`config.mk`:
```
export PLATFORM = sky130hd
export DESIGN_NAME = swts_slave
export DESIGN_NICKNAME = d
export VERILOG_FILES = /design/src/swts_pkg.sv /design/src/swts_slave.sv
export SDC_FILE = /design/constraint.sdc
export NUM_CORES = 1
export LEC_CHECK = 0
export BUFFER_PORTS_ARGS = -buffer_cell sky130_fd_sc_hd__buf_2
export CAP_MARGIN = 30
export CORE_MARGIN = 2
export CORE_UTILIZATION = 55
export CTS_CLUSTER_SIZE = 12
export DETAILED_ROUTE_END_ITERATION = 8
export PLACE_DENSITY = 0.76
export SYNTH_ARGS = -nofsm -noshare
export SYNTH_HDL_FRONTEND = slang
export SYNTH_SLANG_ARGS = --single-unit
```
`constraint.sdc`:
```
create_clock -name clk_in -period 3.3 [get_ports clk_in]
set_clock_uncertainty 0.05 [all_clocks]
set_input_delay 0.165 -clock clk_in [delete_from_list [all_inputs] [get_ports clk_in]]
set_output_delay 0.165 -clock clk_in [all_outputs]
set_load 0.005 [all_outputs]
```
`src/swts_pkg.sv`:
```
// Purpose: shared constants, types and the check-byte function for the
//          single-wire temperature sensor slave.
// Assumes: 50 MHz system clock.
// Notes:   slot timing figures are in ns; cycle counts are derived.
package swts_pkg;

  // ------------------------------------------------------------
  // clock and line timing
  // ------------------------------------------------------------
  localparam int unsigned CLK_PERIOD_NS = 20;
  localparam int unsigned T_RST_DET_NS = 120000;
  localparam int unsigned T_PRES_WAIT_NS = 30000;
  localparam int unsigned T_PRES_LOW_NS = 120000;
  localparam int unsigned T_SLOT_SAMPLE_NS = 30000;
  // least times round up
  localparam int unsigned RST_DET_CYC =
    (T_RST_DET_NS + CLK_PERIOD_NS - 1) / CLK_PERIOD_NS;
  localparam int unsigned PRES_WAIT_CYC =
    (T_PRES_WAIT_NS + CLK_PERIOD_NS - 1) / CLK_PERIOD_NS;
  localparam int unsigned PRES_LOW_CYC =
    (T_PRES_LOW_NS + CLK_PERIOD_NS - 1) / CLK_PERIOD_NS;
  localparam int unsigned SLOT_SAMPLE_CYC =
    (T_SLOT_SAMPLE_NS + CLK_PERIOD_NS - 1) / CLK_PERIOD_NS;
  localparam logic [15:0] PRES_WAIT_LAST = 16'(PRES_WAIT_CYC - 1);
  localparam logic [15:0] SLOT_SAMPLE_LAST = 16'(SLOT_SAMPLE_CYC - 1);

  // ------------------------------------------------------------
  // identity-level and memory command codes
  // ------------------------------------------------------------
  localparam logic [7:0] CMD_ID_READ = 8'h33;
  localparam logic [7:0] CMD_ID_MATCH = 8'h55;
  localparam logic [7:0] CMD_ID_SKIP = 8'hCC;
  localparam logic [7:0] CMD_ID_SEARCH = 8'hF0;
  localparam logic [7:0] CMD_ALARM_SEARCH = 8'hEC;
  localparam logic [7:0] CMD_CONVERT = 8'h44;
  localparam logic [7:0] CMD_SPAD_READ = 8'hBE;
  localparam logic [7:0] CMD_SPAD_WRITE = 8'h4E;
  localparam logic [7:0] CMD_SPAD_COPY = 8'h48;
  localparam logic [7:0] CMD_RECALL = 8'hB8;

  // ------------------------------------------------------------
  // scratchpad layout, reset values, check polynomial
  // ------------------------------------------------------------
  localparam int unsigned SPAD_TEMP_LOW = 0;
  localparam int unsigned SPAD_TEMP_HIGH = 1;
  localparam int unsigned SPAD_HIGH_TRIG = 2;
  localparam int unsigned SPAD_LOW_TRIG = 3;
  localparam int unsigned SPAD_UNUSED_A = 4;
  localparam int unsigned SPAD_UNUSED_B = 5;
  localparam int unsigned SPAD_RESIDUAL = 6;
  localparam int unsigned SPAD_PER_DEG = 7;
  localparam logic [7:0] SPAD_UNUSED_VAL = 8'hFF;
  localparam logic [7:0] CHECK_POLY_REFL = 8'h8C;
  localparam logic [15:0] TEMP_RESET = 16'h0000;
  localparam logic [7:0] COUNT_RESET = 8'h00;
  localparam logic [7:0] HIGH_TRIG_RESET = 8'h7F;
  localparam logic [7:0] LOW_TRIG_RESET = 8'h80;
  localparam logic [6:0] ID_LAST_BIT = 7'd63;
  localparam logic [6:0] SPAD_LAST_BIT = 7'd71;
  localparam logic [6:0] WR_LAST_BIT = 7'd15;
  localparam logic [6:0] BYTE_LAST_BIT = 7'd7;

  typedef enum logic [3:0] {
    ST_IDLE = 4'b0000,
    ST_RST_LOW = 4'b0001,
    ST_PRES_WAIT = 4'b0010,
    ST_PRES_LOW = 4'b0011,
    ST_ID_CMD = 4'b0100,
    ST_ID_READ = 4'b0101,
    ST_ID_MATCH = 4'b0110,
    ST_SEARCH = 4'b0111,
    ST_FN_CMD = 4'b1000,
    ST_SPAD_READ = 4'b1001,
    ST_SPAD_WRITE = 4'b1010,
    ST_DONE = 4'b1011
  } swts_state_e;

  typedef struct packed {
    logic valid;
    logic [15:0] temp;
    logic [7:0] residual;
    logic [7:0] per_deg;
  } swts_meas_s;

  typedef struct packed {
    logic sync1;
    logic sync2;
    logic line_prev;
    logic [15:0] low_cnt;
    logic [15:0] cnt;
    logic slot_act;
    logic drive;
    swts_state_e state;
    logic [6:0] bit_idx;
    logic [1:0] phase;
    logic [7:0] cmd_sh;
    logic [15:0] wr_sh;
    logic [7:0] crc;
    logic [15:0] temp;
    logic [7:0] high_trig;
    logic [7:0] low_trig;
    logic [7:0] nv_high;
    logic [7:0] nv_low;
    logic [7:0] residual;
    logic [7:0] per_deg;
    logic alarm;
    logic conv_start;
  } swts_regs_s;

  // one shift of the check register, data bit lsb first
  function automatic logic [7:0] swts_crc_step(input logic [7:0] crc,
                                               input logic din);
    logic fb;
    fb = crc[0] ^ din;
    swts_crc_step = {1'b0, crc[7:1]} ^ (fb ? CHECK_POLY_REFL : 8'h00);
  endfunction

  function automatic logic [7:0] swts_crc56(input logic [55:0] data);
    logic [7:0] c;
    c = 8'h00;
    for (int i = 0; i < 56; i++) begin
      c = swts_crc_step(c, data[i]);
    end
    swts_crc56 = c;
  endfunction

endpackage

```
`src/swts_slave.sv`:
```
// Purpose: slave end of a single-contact bus for a digital thermometer:
//          identity, search, scratchpad, check byte and alarm flag.
// Assumes: measurement core outside; result arrives as meas_in pulse.
// Notes:   one clock; the line is sampled through two flops.
`timescale 1ns/1ps
module swts_slave
  import swts_pkg::*;
#(
  parameter logic [7:0] FAMILY_CODE = 8'h3C, // arbitrary value
  parameter logic [47:0] SERIAL_NUMBER = 48'h0000_0000_0001, // arbitrary
  parameter int unsigned RST_LOW_CYC = RST_DET_CYC,
  parameter int unsigned PRES_DRIVE_CYC = PRES_LOW_CYC,
  parameter int unsigned SLOT_CYC = SLOT_SAMPLE_CYC
) (
  input wire logic clk_in,
  input wire logic reset_in,
  input wire logic dq_in,
  output logic dq_out,
  output logic dq_oe_out,
  input wire swts_meas_s meas_in,
  output logic conv_start_out,
  output logic alarm_out
);

  // ------------------------------------------------------------
  // identity and timing constants
  // ------------------------------------------------------------
  // identity layout
  localparam logic [63:0] ID_CODE = {swts_crc56({SERIAL_NUMBER, FAMILY_CODE}),
                                     SERIAL_NUMBER, FAMILY_CODE};
  localparam logic [15:0] RST_LOW_LAST = 16'(RST_LOW_CYC - 1);
  localparam logic [15:0] PRES_LOW_LAST = 16'(PRES_DRIVE_CYC - 1);
  // slot sample point; shortened only to keep long runs affordable
  localparam logic [15:0] SLOT_LAST = 16'(SLOT_CYC - 1);

  swts_regs_s r_ff;
  swts_regs_s nxt_r;
  logic line;
  logic fall;
  logic tx_en;
  logic tx_bit;
  logic rx_bit;
  logic bit_done;
  logic [63:0] spad;
  logic [7:0] cmd_byte;
  logic [15:0] wr_word;
  logic id_bit;
  logic signed [7:0] whole_deg;

  assign line = r_ff.sync2;
  assign fall = r_ff.line_prev & ~r_ff.sync2;
  assign rx_bit = r_ff.sync2;
  assign id_bit = ID_CODE[r_ff.bit_idx[5:0]];
  assign bit_done = r_ff.slot_act && (r_ff.cnt == SLOT_LAST);
  assign cmd_byte = {rx_bit, r_ff.cmd_sh[7:1]};
  assign wr_word = {rx_bit, r_ff.wr_sh[15:1]};
  // drop the half-degree bit; bit 8 is the sign
  assign whole_deg = signed'(meas_in.temp[8:1]);

  // scratchpad image, unused bytes read ones
  always_comb begin
    spad = 64'h0000_0000_0000_0000;
    spad[SPAD_TEMP_LOW*8 +: 8] = r_ff.temp[7:0];
    spad[SPAD_TEMP_HIGH*8 +: 8] = r_ff.temp[15:8];
    spad[SPAD_HIGH_TRIG*8 +: 8] = r_ff.high_trig;
    spad[SPAD_LOW_TRIG*8 +: 8] = r_ff.low_trig;
    spad[SPAD_UNUSED_A*8 +: 8] = SPAD_UNUSED_VAL;
    spad[SPAD_UNUSED_B*8 +: 8] = SPAD_UNUSED_VAL;
    spad[SPAD_RESIDUAL*8 +: 8] = r_ff.residual;
    spad[SPAD_PER_DEG*8 +: 8] = r_ff.per_deg;
  end

  // ------------------------------------------------------------
  // bit to send in the current slot
  // ------------------------------------------------------------
  always_comb begin
    tx_en = 1'b0;
    tx_bit = 1'b1;
    case (r_ff.state)
      ST_ID_READ: begin
        tx_en = 1'b1;
        tx_bit = id_bit;
      end
      ST_SEARCH: begin
        tx_en = (r_ff.phase != 2'd2);
        tx_bit = (r_ff.phase == 2'd0) ? id_bit : ~id_bit;
      end
      ST_SPAD_READ: begin
        // check byte falls out of the register lsb first
        tx_en = 1'b1;
        tx_bit = (r_ff.bit_idx < 7'd64) ? spad[r_ff.bit_idx[5:0]]
                                        : r_ff.crc[0];
      end
      default: begin
        tx_en = 1'b0;
        tx_bit = 1'b1;
      end
    endcase
  end

  // ------------------------------------------------------------
  // next state
  // ------------------------------------------------------------
  always_comb begin
    nxt_r = r_ff;
    nxt_r.sync1 = dq_in;
    nxt_r.sync2 = r_ff.sync1;
    nxt_r.line_prev = r_ff.sync2;
    nxt_r.conv_start = 1'b0;

    // re-judge alarm on stored triggers each reading
    if (meas_in.valid) begin
      nxt_r.temp = meas_in.temp;
      nxt_r.residual = meas_in.residual;
      nxt_r.per_deg = meas_in.per_deg;
      nxt_r.alarm = (whole_deg > signed'(r_ff.nv_high)) ||
                    (whole_deg < signed'(r_ff.nv_low));
    end

    // low time counted only while the line is not ours
    if (!line && !r_ff.drive) begin
      if (r_ff.low_cnt != 16'hFFFF) begin
        nxt_r.low_cnt = r_ff.low_cnt + 16'd1;
      end
    end else if (line) begin
      nxt_r.low_cnt = 16'h0000;
    end

    // slot timer runs from the master's falling edge
    if (r_ff.slot_act) begin
      nxt_r.cnt = r_ff.cnt + 16'd1;
    end
    if (bit_done) begin
      nxt_r.slot_act = 1'b0;
      nxt_r.drive = 1'b0;
      nxt_r.bit_idx = r_ff.bit_idx + 7'd1;
    end

    case (r_ff.state)
      ST_IDLE, ST_DONE: begin
        // dropped devices wait here for a reset
      end
      ST_RST_LOW: begin
        // release of reset pulse starts presence delay
        if (line) begin
          nxt_r.state = ST_PRES_WAIT;
          nxt_r.cnt = 16'h0000;
        end
      end
      ST_PRES_WAIT: begin
        nxt_r.cnt = r_ff.cnt + 16'd1;
        if (r_ff.cnt == PRES_WAIT_LAST) begin
          nxt_r.state = ST_PRES_LOW;
          nxt_r.cnt = 16'h0000;
          nxt_r.drive = 1'b1;
        end
      end
      ST_PRES_LOW: begin
        nxt_r.cnt = r_ff.cnt + 16'd1;
        if (r_ff.cnt == PRES_LOW_LAST) begin
          nxt_r.drive = 1'b0;
          nxt_r.state = ST_ID_CMD;
          nxt_r.bit_idx = 7'd0;
          nxt_r.slot_act = 1'b0;
        end
      end
      ST_ID_CMD: begin
        if (bit_done) begin
          nxt_r.cmd_sh = cmd_byte;
          if (r_ff.bit_idx == BYTE_LAST_BIT) begin
            nxt_r.bit_idx = 7'd0;
            nxt_r.phase = 2'd0;
            case (cmd_byte)
              CMD_ID_READ: nxt_r.state = ST_ID_READ;
              CMD_ID_MATCH: nxt_r.state = ST_ID_MATCH;
              CMD_ID_SKIP: nxt_r.state = ST_FN_CMD;
              CMD_ID_SEARCH: nxt_r.state = ST_SEARCH;
              // silent for alarm search unless alarming
              CMD_ALARM_SEARCH: begin
                nxt_r.state = r_ff.alarm ? ST_SEARCH : ST_DONE;
              end
              default: nxt_r.state = ST_DONE;
            endcase
          end
        end
      end
      ST_ID_READ: begin
        // memory command only after full identity
        if (bit_done && r_ff.bit_idx == ID_LAST_BIT) begin
          nxt_r.state = ST_FN_CMD;
          nxt_r.bit_idx = 7'd0;
        end
      end
      ST_ID_MATCH: begin
        if (bit_done) begin
          // any differing bit drops the device
          if (rx_bit != id_bit) begin
            nxt_r.state = ST_DONE;
          end else if (r_ff.bit_idx == ID_LAST_BIT) begin
            nxt_r.state = ST_FN_CMD;
            nxt_r.bit_idx = 7'd0;
          end
        end
      end
      ST_SEARCH: begin
        if (bit_done) begin
          if (r_ff.phase != 2'd2) begin
            // index advances only after the master's bit
            nxt_r.bit_idx = r_ff.bit_idx;
            nxt_r.phase = r_ff.phase + 2'd1;
          end else begin
            nxt_r.phase = 2'd0;
            // drop out on a differing direction bit
            if (rx_bit != id_bit) begin
              nxt_r.state = ST_DONE;
            end else if (r_ff.bit_idx == ID_LAST_BIT) begin
              nxt_r.state = ST_FN_CMD;
              nxt_r.bit_idx = 7'd0;
            end
          end
        end
      end
      ST_FN_CMD: begin
        // memory commands reachable only from here
        if (bit_done) begin
          nxt_r.cmd_sh = cmd_byte;
          if (r_ff.bit_idx == BYTE_LAST_BIT) begin
            nxt_r.bit_idx = 7'd0;
            nxt_r.state = ST_DONE;
            case (cmd_byte)
              CMD_CONVERT: nxt_r.conv_start = 1'b1;
              CMD_SPAD_READ: begin
                nxt_r.state = ST_SPAD_READ;
                nxt_r.crc = 8'h00;
              end
              CMD_SPAD_WRITE: nxt_r.state = ST_SPAD_WRITE;
              CMD_SPAD_COPY: begin
                nxt_r.nv_high = r_ff.high_trig;
                nxt_r.nv_low = r_ff.low_trig;
              end
              CMD_RECALL: begin
                nxt_r.high_trig = r_ff.nv_high;
                nxt_r.low_trig = r_ff.nv_low;
              end
              default: nxt_r.state = ST_DONE;
            endcase
          end
        end
      end
      ST_SPAD_READ: begin
        if (bit_done) begin
          // every sent bit shifts the check register
          nxt_r.crc = swts_crc_step(r_ff.crc, tx_bit);
          // ends after the check byte or at any reset
          if (r_ff.bit_idx == SPAD_LAST_BIT) begin
            nxt_r.state = ST_DONE;
          end
        end
      end
      ST_SPAD_WRITE: begin
        if (bit_done) begin
          nxt_r.wr_sh = wr_word;
          if (r_ff.bit_idx == WR_LAST_BIT) begin
            nxt_r.high_trig = wr_word[7:0];
            nxt_r.low_trig = wr_word[15:8];
            nxt_r.state = ST_DONE;
          end
        end
      end
      default: nxt_r.state = ST_IDLE;
    endcase

    // start of a slot; no state ever waits on a check result
    if (fall && !r_ff.slot_act && (r_ff.state >= ST_ID_CMD)) begin
      nxt_r.slot_act = 1'b1;
      nxt_r.cnt = 16'h0000;
      // only ever pull low for a zero
      nxt_r.drive = tx_en & ~tx_bit;
    end

    // long low wins over everything else
    if (r_ff.low_cnt >= RST_LOW_LAST && !line) begin
      nxt_r.state = ST_RST_LOW;
      nxt_r.slot_act = 1'b0;
      nxt_r.drive = 1'b0;
      nxt_r.bit_idx = 7'd0;
      nxt_r.phase = 2'd0;
      nxt_r.cmd_sh = 8'h00;
    end
  end

  // ------------------------------------------------------------
  // state register; reset also stands for power-on recall
  // ------------------------------------------------------------
  always_ff @(posedge clk_in) begin
    if (reset_in) begin
      r_ff <= '0;
      r_ff.sync1 <= 1'b1;
      r_ff.sync2 <= 1'b1;
      r_ff.line_prev <= 1'b1;
      r_ff.state <= ST_IDLE;
      r_ff.temp <= TEMP_RESET;
      r_ff.residual <= COUNT_RESET;
      r_ff.per_deg <= COUNT_RESET;
      r_ff.nv_high <= HIGH_TRIG_RESET;
      r_ff.nv_low <= LOW_TRIG_RESET;
      r_ff.high_trig <= HIGH_TRIG_RESET;
      r_ff.low_trig <= LOW_TRIG_RESET;
    end else begin
      r_ff <= nxt_r;
    end
  end

  // open-drain: data is always low, enable pulls
  assign dq_out = 1'b0;
  assign dq_oe_out = r_ff.drive;
  assign conv_start_out = r_ff.conv_start;
  assign alarm_out = r_ff.alarm;

endmodule

```
After elaboration in Yosys (flattened, before gate mapping) --
Memories as Yosys holds them, arrays and structs flattened. A register that Yosys moved wholly into a read port is not among the register bits. Index checks and enable logic that the tools add are counted.
Word-level totals: output and inout bits 4, bits of input ports 36, memory bits (read-only) 64, memories kept 1, register bits after elaboration 148
Cells by class: order comparisons 6, bitwise operators 11, mux-type cells 63, add/subtract/negate cells 4, reduce and logical (&&, ||, !) cells 31, equal/unequal tests 65
Memories:
- (no name shown) | depth 64, bits a word 1, read ports 1, clocked after memory_dff 1, write ports 0, line swts_slave.sv:53 | assign id_bit = ID_CODE[r_ff.bit_idx[5:0]];
Operators by type and width (number):
- $mux 16 | 10
- $mux 32 | 2
- $mux 11 | 5
- $mux 8 | 6
- $ne 3x3->1 const B | 16
- $pmux 16 s3 | 1
- $pmux 4 s11 | 1
- $pmux 7 s6 | 1
- $eq 8x8->1 const B | 5
- $mux 13 | 3
- $ne 2x2->1 const B | 17
- $add 16x1->16 const B | 2
- $eq 8x7->1 const B | 4
- $mux 4 | 8
- $pmux 16 s2 | 1
- $pmux 8 s2 | 2
- $reduce_and 16->1 | 2
- $mux 21 | 1
- $pmux 4 s5 | 1
- $mux 18 | 1
- $eq 16x11->1 const B | 1
- $eq 16x13->1 const B | 1
- $eq 4x3->1 const B | 4
- $eq 4x4->1 const B | 4
- 45 further kinds | 81

Logic depth before layout (Yosys ltp) --
Gate-level depths: netlist of run 1.
word-level depth 10, mapped depth 15, depth with buffers taken out 14

Least setup slack after synthesis of run 1 --
No wires, ideal clock.
kind register to register, from register r_ff[126] (netlist bit), to register, netlist name id_bit, stages on the path, launching flop included 16, path buffers 2, library setup time 0.065 ns, setup slack -0.328 ns, data arrival time 3.513 ns, path through dfxtp_1 or4_4 or4_4 buf_6 nor2_4 buf_4 a21oi_1 o31a_1 o41ai_4 or2_1 ha_1 nor2_1 mux2i_1 a211oi_1 o32a_1 nor2_1
RTL lines:
- from (decl) | line swts_slave.sv:36 | swts_regs_s r_ff;
- from (signal assigned) | line swts_slave.sv:310 | r_ff <= nxt_r;

==> key figures, run 1 <==
Setup path
  • Crit path launch type: register
  • Crit. End Element: register
  • Crit Reg-Reg Startpoint: r_ff[126]$_SDFF_PP0_
  • Register-to-Register Path Depth: 15
  • CP max stage delay: 0.53 ns
  • CP startpoint: r_ff[126]$_SDFF_PP0_
  • Critical path peak fanout: 7
  • Crit-path slowest cell: or4_4
  • Crit-path cells: or4_4 > or4_4 > nor2_4 > buf_4 > nand3_1 > o31a_1 > buf_4 > o41ai_4 > or2_1 > ha_2 > nor2_1 > mux2i_1 > a211oi_2 > o32a_1 > nor2_1
  • Worst Path Required: around 3.6 ns
  • R2r endpoint: id_bit$_DFF_P_
  • Setup slack, reg-to-reg: -0.07 ns
  • CP Data Arrival Time: 3.68 ns
  • Setup CP Type: reg -> reg

Route
  • Drt pass-1 iters: 5
  • # DRC: 0
  • DR top layer: met4
  • Drt wl/cell: 17.0 µm
  • Vias/cell: 5.90
  • Final WL: 20.1 mm
  • Routed length on met3: slightly above 1 mm
  • Final ANT Viol Nets: 0
  • Met2 Wirelength: 9.77 mm
  • DR vias: roughly 7000
  • DRT iter0 DRCs: 623
  • M1 WL: 8.83 mm

Min path
  • Hold WC Path Type: in -> reg
  • Hold Path Sink: r_ff[17]$_SDFFE_PP0P_
  • Hold Path Stages: 3
  • Hold path start: meas_in[15]

Layout
  • Non-Filler Instances: 1183
  • Layout cell share with drive strength beyond 1: 0.156
  • Nets: 1047
  • Diodes inserted: 0
  • Synth-to-Final Area Change: 18.1%

Synthesis
  • Post-synthesis instance area: between 0.007 and 0.008 mm²
  • Synth async-reset ratio: 0
  • Top FF cell, synth: dfxtp_1
  • Synth Register Bits: 147
  • Synth area leader: dfxtp_1
  • Top cells by area in the synthesized netlist: dfxtp_1 (37%), mux2i_1 (7.9%), nor2_1 (6.4%)
  • Sequential fraction of the synthesis area: 0.374
  • Mapped Cells: about 900
  • Most instantiated library cell after synthesis: dfxtp_1
  • Cell variety after synth: 74
  • Post-synth top cells: dfxtp_1 (147), nor2_1 (135), nand2_1 (75)
  • Warnings from Yosys: 0
  • Post-synth EDFFs: 0
  • Share of the synthesized area in the top cell type: 0.374
  • Mean Syn Cell Area: around 8.6 µm²
  • Syn nets: ~970

Place
  • Quantity of I/O buffers inserted on ports: 38
  • Global placer's final weighted congestion: 0.912
  • DP HPWL: 13.2 mm
  • Placed insts: 1121
  • DP Worst Slack: -0.00351 ns

Global route
  • Total grt overflow: 0
  • GRT Total Usage: 0.272
  • First-pass GRT wire length: 32.4 mm
  • Antenna violations before repair: 0
  • Largest net degree at the start of global routing: 100
  • Number of global-route vias before repair: 6664

Timing
  • Fmax achieved: about 300 MHz
  • Slew Limit Fails: 0
  • Tmin final: roughly 3.4 ns
  • Slew headroom: 0.305
  • Hold_ws: 0.0146 ns
  • RSZ-0062 raised after global routing: yes
  • Worst-margin pin slew: 1.04 ns
  • Final setup margin: -0.0677 ns
  • Final period utilization: 1.02
  • Final hold vios: 0
  • Final setup viols: 1

Floorplanning
  • # IOs: 40
  • Starting Density: 0.565
  • Die H: 124 µm
  • Core Box Area: 0.0139 mm²
  • Die width: roughly 120 µm
  • FP Rows: between 40 and 50
  • Die area: 0.0153 mm²

Flow run
  • Max-cap violations: 0

Clock network
  • CTS tree: done
  • CTS HTree Levels: 4
  • Clock Tree Buf Depth: 2
  • Skew-Pair Late Insertion Delay: 0.42 ns
  • Clock transition at path regs: 0.06 ns
  • CTS root buffer: clkbuf_16
  • Clk sinks: ~150
  • Num CTS Buffers: 17

Power
  • Power Dens Cells: 463 mW/mm²
  • LEAKAGE: 3.73 nW
  • Power, Total: around 4.3 mW
  • VDD IR max: 0.000390 V

Status
  • Failing checks: setup timing
  • Status: complete, but fails checks
-- per-layer routing --
metal,GRT usage,vias up
li1,-,3425
met1,0.341,3289
met2,0.457,213
met3,0.0568,47
met4,0.106,0
met5,0,-
-- registers in the layout (all words and copies together), names as in the netlist --
signal and flops:
alarm_out 1, r_ff 134, line 1, dq_oe_out 1
nxt_r 1, id_bit 1, conv_start_out 1, cmd_byte 7
-- worst max path at each step --
stage,to,cells past startpoint
finish,id_bit$_DFF_P_,15
floorplan,id_bit$_DFF_P_,15
global placement,id_bit$_DFF_P_,13
global route,id_bit$_DFF_P_,14
detailed placement,id_bit$_DFF_P_,14
CTS,id_bit$_DFF_P_,15
-- final cells by class --
| class | instances | area [µm²] |
|---|---|---|
| multi-input cells | 677 | 4570 |
| inverters | 33 | 124 |
| repair buffers | 115 | 843 |
| clock inverters | 9 | 119 |
| flip-flops and latches | 147 | 2940 |
| well taps | 180 | 225 |
| clock buffers | 22 | 464 |
| fillers | 1097 | 4640 |
-- critical path, delay by kind of cell (launching register included) --
family | cells | cell delay [ns]
mux | 1 | 0.17
buf+inv | 2 | 0.28
simple gates | 7 | 1.48
compound gates | 4 | 0.78
fa+ha+maj | 1 | 0.18
flops | 1 | 0.35
-- power breakdown --
group	total, mW	switching (mW)	internal, mW
logic	0.524	0.311	0.214
registers	1.85	0.0355	1.82
clock network	1.93	0.768	1.16
total	4.30	1.11	3.19
-- cells in the final DEF (no fill, tap or decap), types with 19 or more instances in the layout --
master / synthesis / routed
a21oi_1: 55 / 55
buf_2: 5 / 38
buf_4: 2 / 47
dfxtp_1: 147 / 146
dlygate4sd3_1: 0 / 30
ha_1: 20 / 19
inv_1: 33 / 33
mux2i_1: 62 / 62
nand2_1: 75 / 75
nand3_1: 31 / 31
nor2_1: 135 / 135
nor3_1: 19 / 19
o21ai_0: 20 / 20
-- through the flow --
step                      cell area, µm²   util  setup TNS, ns
after floorplan                     7880      -         -0.139
after global placement              8380  0.602              0
after detailed placement            8380  0.602       -0.00351
after CTS                           9280  0.666       -0.00589
after global routing                9290  0.667         -0.207
final                               9290  0.667        -0.0677
-- what timing repair did --
| action | CTS | global route |
|---|---|---|
| pin swaps | 4 | 0 |
| resized for setup | 1 | 2 |
| setup endpoints to repair | 1 | 1 |
| hold buffers | 30 | 0 |
| cloned | 0 | 0 |
| hold endpoints to repair | 30 | 0 |
| buffers inserted | 1 | 0 |
-- logic make-up after synthesis --
| group | count (synthesis) | synth area share |
|---|---|---|
| multiplexers | 78 | 0.118 |
| adder cells (fa/ha/maj) | 20 | 0.0318 |
| flip-flops | 147 | 0.374 |
| other | 1 | 0.000477 |
| buffers and inverters | 92 | 0.0495 |
| AO/OA/AOI/OAI | 180 | 0.160 |
| AND/OR/NAND/NOR | 374 | 0.240 |
| XOR/XNOR | 24 | 0.0267 |
Power figures use the tool's default switching activity.
==> inputs of run 2 (changes only) <==
--- a/config.mk
+++ b/config.mk
@@ -11,7 +11,7 @@
 export CORE_UTILIZATION = 55
 export CTS_CLUSTER_SIZE = 12
 export DETAILED_ROUTE_END_ITERATION = 8
-export PLACE_DENSITY = 0.76
+export PLACE_DENSITY = 0.78
 export SYNTH_ARGS = -nofsm -noshare
 export SYNTH_HDL_FRONTEND = slang
 export SYNTH_SLANG_ARGS = --single-unit
==> run 2 against run 1 <==
The flow still finishes with violations (setup timing). Combinational power down 1%. Register-to-register slack about the same. Highest routed layer unchanged. Largest power group unchanged. Non-clock buffer count up 1. Critical endpoint unchanged. Global-route usage down 0.31 points.
==> key figures, run 2 (synthesized netlist as in run 1, its figures left out) <==
Status
  • Status: complete, but fails checks
  • Failing checks: setup timing

Route
  • Drt pass-1 iters: 5 (unchanged)
  • Vias/cell: 5.86 (-0.54%)
  • DRT iter0 DRCs: 611 (-1.9%)
  • # DRC: 0 (unchanged)
  • Drt wl/cell: 16.6 µm (-2.1%)
  • Routed length on met3: 923 µm (-10%)
  • Final WL: 19.7 mm (-2.0%)
  • DR top layer: met4
  • Met2 Wirelength: 9.45 mm (-3.3%)
  • DR vias: 6942 (-0.46%)
  • M1 WL: 8.90 mm (+0.83%)
  • Final ANT Viol Nets: 0 (unchanged)

Floorplanning
  • Starting Density: 0.565 (unchanged)
  • Die area: 0.0153 mm² (unchanged)
  • # IOs: 40 (unchanged)
  • Core Box Area: 0.0139 mm² (unchanged)
  • Die width: 124 µm (unchanged)
  • FP Rows: 43 (unchanged)
  • Die H: 124 µm (unchanged)

Timing
  • Final setup margin: -0.0645 ns (+0.00323 ns)
  • Final period utilization: 1.02 (about the same)
  • Final hold vios: 0 (unchanged)
  • Fmax achieved: 297 MHz (about the same)
  • Worst-margin pin slew: 1.01 ns (-0.0307 ns)
  • Final setup viols: 1 (unchanged)
  • RSZ-0062 raised after global routing: yes
  • Tmin final: 3.36 ns (-0.00323 ns)
  • Post-route setup TNS: -0.0645 ns (+0.00323 ns)
  • Slew headroom: 0.326 (+0.0205)
  • Slew Limit Fails: 0 (unchanged)

Layout
  • Max FFs per register: 134 (unchanged)
  • Synth-to-Final Area Change: 18.8%
  • Most common cell after layout, fill and taps aside: dfxtp_1
  • Diodes inserted: 0 (unchanged)
  • Final Util: 0.671 (+0.00404)
  • Commonest non-fill, non-tap cells in the layout: dfxtp_1 (145), nor2_1 (135), nand2_1 (75)
  • Largest register by flop count: r_ff
  • Nets: 1048 (+0.096%)
  • Layout cell share with drive strength beyond 1: 0.158 (+0.00283)

Place
  • Global placer's final weighted congestion: 1.00 (+10%)
  • Quantity of I/O buffers inserted on ports: 38 (unchanged)
  • DP HPWL: 12.9 mm (-2.3%)

Global route
  • Largest net degree at the start of global routing: 100 (unchanged)
  • Number of global-route vias before repair: 6537 (-1.9%)
  • First-pass GRT wire length: 32.4 mm (-0.13%)
  • Total grt overflow: 0 (unchanged)
  • Antenna violations before repair: 1 (+1)
  • GRT Total Usage: 0.269 (-0.00306)

Setup path
  • CP Data Arrival Time: 3.67 ns (about the same)
  • Crit path launch type: register
  • Crit. End Element: register
  • Critical path peak fanout: 3 (-4)
  • Register-to-Register Path Depth: 13 (-2)
  • Setup CP Type: reg -> reg
  • Worst Path Required: 3.61 ns (about the same)

Power
  • Power Dens Cells: 468 mW/mm² (+1.0%)
  • VDD IR max: 0.000374 V (-4.0%)
  • LEAKAGE: 3.78 nW (+1.6%)

Clock network
  • Clock transition at path regs: 0.06 ns (about the same)
  • Clock Tree Buf Depth: 2 (unchanged)
  • Num CTS Buffers: 17 (unchanged)
  • Clk sinks: 147 (unchanged)
  • Skew-Pair Late Insertion Delay: 0.42 ns (about the same)
  • CTS tree: done
  • CTS root buffer: clkbuf_16
  • CTS HTree Levels: 4 (unchanged)

Min path
  • Hold WC Path Type: in -> reg
  • Hold Path Stages: 3 (unchanged)

Flow run
  • Max-cap violations: 0 (unchanged)
run 2: power by group:
part	leakage, nW	switching [mW]	internal [mW]
clock network	0.296	0.772	1.24
registers	1.19	0.0312	1.82
logic	2.30	0.307	0.212
run 2: final cells by class:
class	instances	area, µm²
clock buffers	21	460
well taps	180	225
multi-input cells	677	4590
clock inverters	10	149
fillers	1115	4590
inverters	33	124
flip-flops and latches	147	2950
repair buffers	116	853
run 2: stage by stage:
step           std cells  setup slack, ns  instance area, µm²  hold slack (ns)  power, mW
4_1_cts             1183          -0.0740                9320          0.00677       4.38
3_3_place_gp        1121         -0.00777                8380            0.300       2.36
3_5_place_dp        1121          -0.0473                8380            0.301       2.36
5_1_grt             1184           -0.249                9350           0.0478       4.53
2_1_floorplan        916           -0.139                7880            0.219       2.22
6_report            1184          -0.0645                9350           0.0263       4.37
run 2: per-layer routing:
metal	up-vias	GRT usage
met5	-	0
met4	0	0.0945
met3	29	0.0485
met2	200	0.446
met1	3290	0.351
li1	3423	-
run 2: what timing repair did:
action | CTS | global route
gates resized for setup | 3 | 4
buffers inserted | 0 | 1
hold buffers | 31 | 0
hold endpoints to repair | 31 | 0
setup endpoints to repair | 1 | 1
pin swaps | 1 | 0
run 2: final timing paths:
check                                        endpoint                  start  slack (ns)
worst max-delay path                   id_bit$_DFF_P_   r_ff[128]$_SDFF_PP0_       -0.06
worst min-delay path            r_ff[15]$_SDFFE_PP0P_            meas_in[13]        0.03
worst max register to register         id_bit$_DFF_P_   r_ff[128]$_SDFF_PP0_       -0.06
worst min register to register        line$_SDFF_PP1_  nxt_r[146]$_SDFF_PP1_        0.36
run 2: critical path, stage by stage, from the launching register on:
cell and delay [ns]:
dfxtp_2 0.32, or4_4 0.54, or4_4 0.46, nor2_4 0.12, a21oi_1 0.07, o31a_1 0.32, o41a_1 0.34, o211ai_1 0.19
ha_2 0.22, nor2_1 0.04, mux2i_1 0.13, a211oi_1 0.09, o32a_1 0.31, nor2_1 0.09
==> inputs of run 3 (changes only) <==
--- a/config.mk
+++ b/config.mk
@@ -11,7 +11,8 @@
 export CORE_UTILIZATION = 55
 export CTS_CLUSTER_SIZE = 12
 export DETAILED_ROUTE_END_ITERATION = 8
-export PLACE_DENSITY = 0.78
+export PLACE_DENSITY_LB_ADDON = 0.15
+export SKIP_LAST_GASP = 1
 export SYNTH_ARGS = -nofsm -noshare
 export SYNTH_HDL_FRONTEND = slang
 export SYNTH_SLANG_ARGS = --single-unit
==> run 3 against run 2 <==
The flow still finishes with violations (setup timing). Combinational power increased by 1%. Via count increased by 2.3%. Fmax decreased by 0.12%. Global-route usage increased by 1.3 points. Highest routed layer unchanged.
==> key figures, run 3 (synthesized netlist as in run 1, its figures left out) <==
Status
  • Failing checks: setup timing
  • Status: complete, but fails checks

Place
  • Placed insts: 1125 (+0.36%)
  • Global placer's final weighted congestion: 0.961 (-4.4%)
  • DP HPWL: 14.2 mm (+11%)
  • DP Area: 0.00841 mm² (+0.36%)
  • DP Worst Slack: -0.191 ns (-0.143 ns)
  • Quantity of I/O buffers inserted on ports: 38 (unchanged)

Timing
  • Slew headroom: 0.301 (-0.0249)
  • Fmax achieved: 297 MHz (-0.12%)
  • Tmin final: 3.37 ns (+0.00404 ns)
  • Final hold vios: 0 (unchanged)
  • Final setup margin: -0.0685 ns (-0.00404 ns)
  • Worst-margin pin slew: 1.05 ns (+0.0373 ns)
  • Hold_ws: 0.0228 ns (-0.00355 ns)
  • RSZ-0062 raised after global routing: yes
  • Final setup viols: 1 (unchanged)
  • Final period utilization: 1.02 (+0.00122)
  • Slew Limit Fails: 0 (unchanged)

Clock network
  • CTS root buffer: clkbuf_16
  • Setup bufs post-CTS: 0 (unchanged)
  • Clock Tree Buf Depth: 2 (unchanged)
  • CTS tree: done
  • CTS HTree Levels: 4 (unchanged)
  • Clk sinks: 147 (unchanged)
  • Num CTS Buffers: 17 (unchanged)
  • Clock transition at path regs: 0.06 ns (about the same)
  • Skew-Pair Late Insertion Delay: 0.43 ns (about the same)

Route
  • DRT iter0 DRCs: 788 (+29%)
  • Vias/cell: 5.98 (+2.0%)
  • Drt wl/cell: 17.5 µm (+5.3%)
  • Final ANT Viol Nets: 0 (unchanged)
  • DR vias: 7100 (+2.3%)
  • Drt pass-1 iters: 6 (+1)
  • # DRC: 0 (unchanged)
  • Final WL: 20.8 mm (+5.6%)

Floorplanning
  • Starting Density: 0.565 (unchanged)
  • Die H: 124 µm (unchanged)
  • Die width: 124 µm (unchanged)
  • Core Box Area: 0.0139 mm² (unchanged)
  • FP Rows: 43 (unchanged)
  • # IOs: 40 (unchanged)
  • Die area: 0.0153 mm² (unchanged)

Setup path
  • Crit Reg-Reg Startpoint: r_ff[128]$_SDFF_PP0_
  • Crit path launch type: register
  • CP Data Arrival Time: 3.69 ns (+0.02 ns)
  • Setup CP Type: reg -> reg
  • Register-to-Register Path Depth: 13 (unchanged)
  • Critical path peak fanout: 4 (+1)
  • Setup slack, reg-to-reg: -0.07 ns (about the same)
  • Crit. End Element: register
  • R2r endpoint: id_bit$_DFF_P_
  • Worst Path Required: 3.62 ns (about the same)

Min path
  • Hold Path Sink: r_ff[57]$_SDFFE_PP0P_
  • Hold WC Path Type: in -> reg
  • Hold path start: meas_in[23]
  • Hold Path Stages: 3 (unchanged)

Flow run
  • Max-cap violations: 0 (unchanged)

Layout
  • Largest register by flop count: r_ff
  • Diodes inserted: 0 (unchanged)
  • Max FFs per register: 134 (unchanged)
  • Most common cell after layout, fill and taps aside: dfxtp_1
  • Non-Filler Instances: 1187 (+0.25%)
  • Layout cell share with drive strength beyond 1: 0.160 (+0.00151)
  • Nets: 1051 (+0.29%)
  • Synth-to-Final Area Change: 18.8% (about the same)
  • Commonest non-fill, non-tap cells in the layout: dfxtp_1 (146), nor2_1 (135), nand2_1 (75)
  • Final instance area: 0.00935 mm² (about the same)

Power
  • LEAKAGE: 3.77 nW (-0.35%)
  • VDD IR max: 0.000425 V (+13%)
  • Power Dens Cells: 462 mW/mm² (-1.3%)

Global route
  • Total grt overflow: 0 (unchanged)
  • Largest net degree at the start of global routing: 100 (unchanged)
  • Number of global-route vias before repair: 6764 (+3.5%)
  • Antenna violations before repair: 0 (-1)
  • First-pass GRT wire length: 33.4 mm (+3.2%)
  • GRT Total Usage: 0.282 (+0.0129)
[run 3: cell count changes in the layout (fill, tap and decap cells not counted), sizes merged]
cell      change
buf           +3
inv           +3
clkbuf        -2
bufinv        -1
clkinv        -1
clkinvlp      +1
[run 3: what timing repair did]
item | 4_1_cts | 5_1_grt
pin swaps | 1 | 1
hold buffers | 30 | 1
endpoints found under the hold margin | 30 | 1
endpoints found under the setup margin | 1 | 1
gates resized for setup | 3 | 2
[run 3: critical path, cell delays in order (launching register included)]
cell	delay, ns
dfxtp_1	0.32
or4_4	0.54
or4_4	0.45
nor2_4	0.11
a21oi_1	0.07
o31a_1	0.33
o41a_1	0.37
o211ai_1	0.20
ha_2	0.22
nor2_1	0.04
mux2i_1	0.14
a211oi_1	0.09
o32a_1	0.30
nor2_1	0.08
[run 3: worst max path at each step]
stage	start	to	slack, ns	depth (start not counted)
floorplan	r_ff[126]$_SDFF_PP0_	id_bit$_DFF_P_	-0.14	15
global placement	r_ff[113]$_SDFF_PP0_	id_bit$_DFF_P_	-0.04	13
detailed placement	r_ff[114]$_SDFF_PP0_	id_bit$_DFF_P_	-0.19	13
CTS	r_ff[128]$_SDFF_PP0_	id_bit$_DFF_P_	-0.05	13
global route	r_ff[128]$_SDFF_PP0_	id_bit$_DFF_P_	-0.22	13
finish	r_ff[128]$_SDFF_PP0_	id_bit$_DFF_P_	-0.07	13
[run 3: power breakdown]
group | switching (mW) | internal (mW)
registers | 0.0295 | 1.82
clock network | 0.797 | 1.15
logic | 0.313 | 0.213
[run 3: layer usage]
metal / global-route usage / vias up / wire (µm)
met1: 0.349 / 3384 / 9210
met4: 0.128 / 0 / 630
met5: 0 / - / 0
met2: 0.473 / 223 / 10100
met3: 0.0554 / 56 / 850
li1: - / 3437 / -
[run 3: cell type report]
| cell class | count | area, µm² |
|---|---|---|
| Multi-Input combinational cell | 677 | 4590 |
| Fill cell | 1110 | 4590 |
| Sequential cell | 147 | 2940 |
| Timing Repair Buffer | 119 | 876 |
| Clock buffer | 19 | 443 |
| Tap cell | 180 | 225 |
| Clock inverter | 12 | 149 |
| Inverter | 33 | 124 |
[run 3: metrics by stage]
stage               utilization  power [mW]  setup TNS (ns)
global route              0.671        4.47          -0.219
finish                    0.671        4.32         -0.0685
global placement          0.604        2.36         -0.0351
detailed placement        0.604        2.37          -0.191
floorplan                     -        2.22          -0.139
CTS                       0.669        4.33         -0.0503
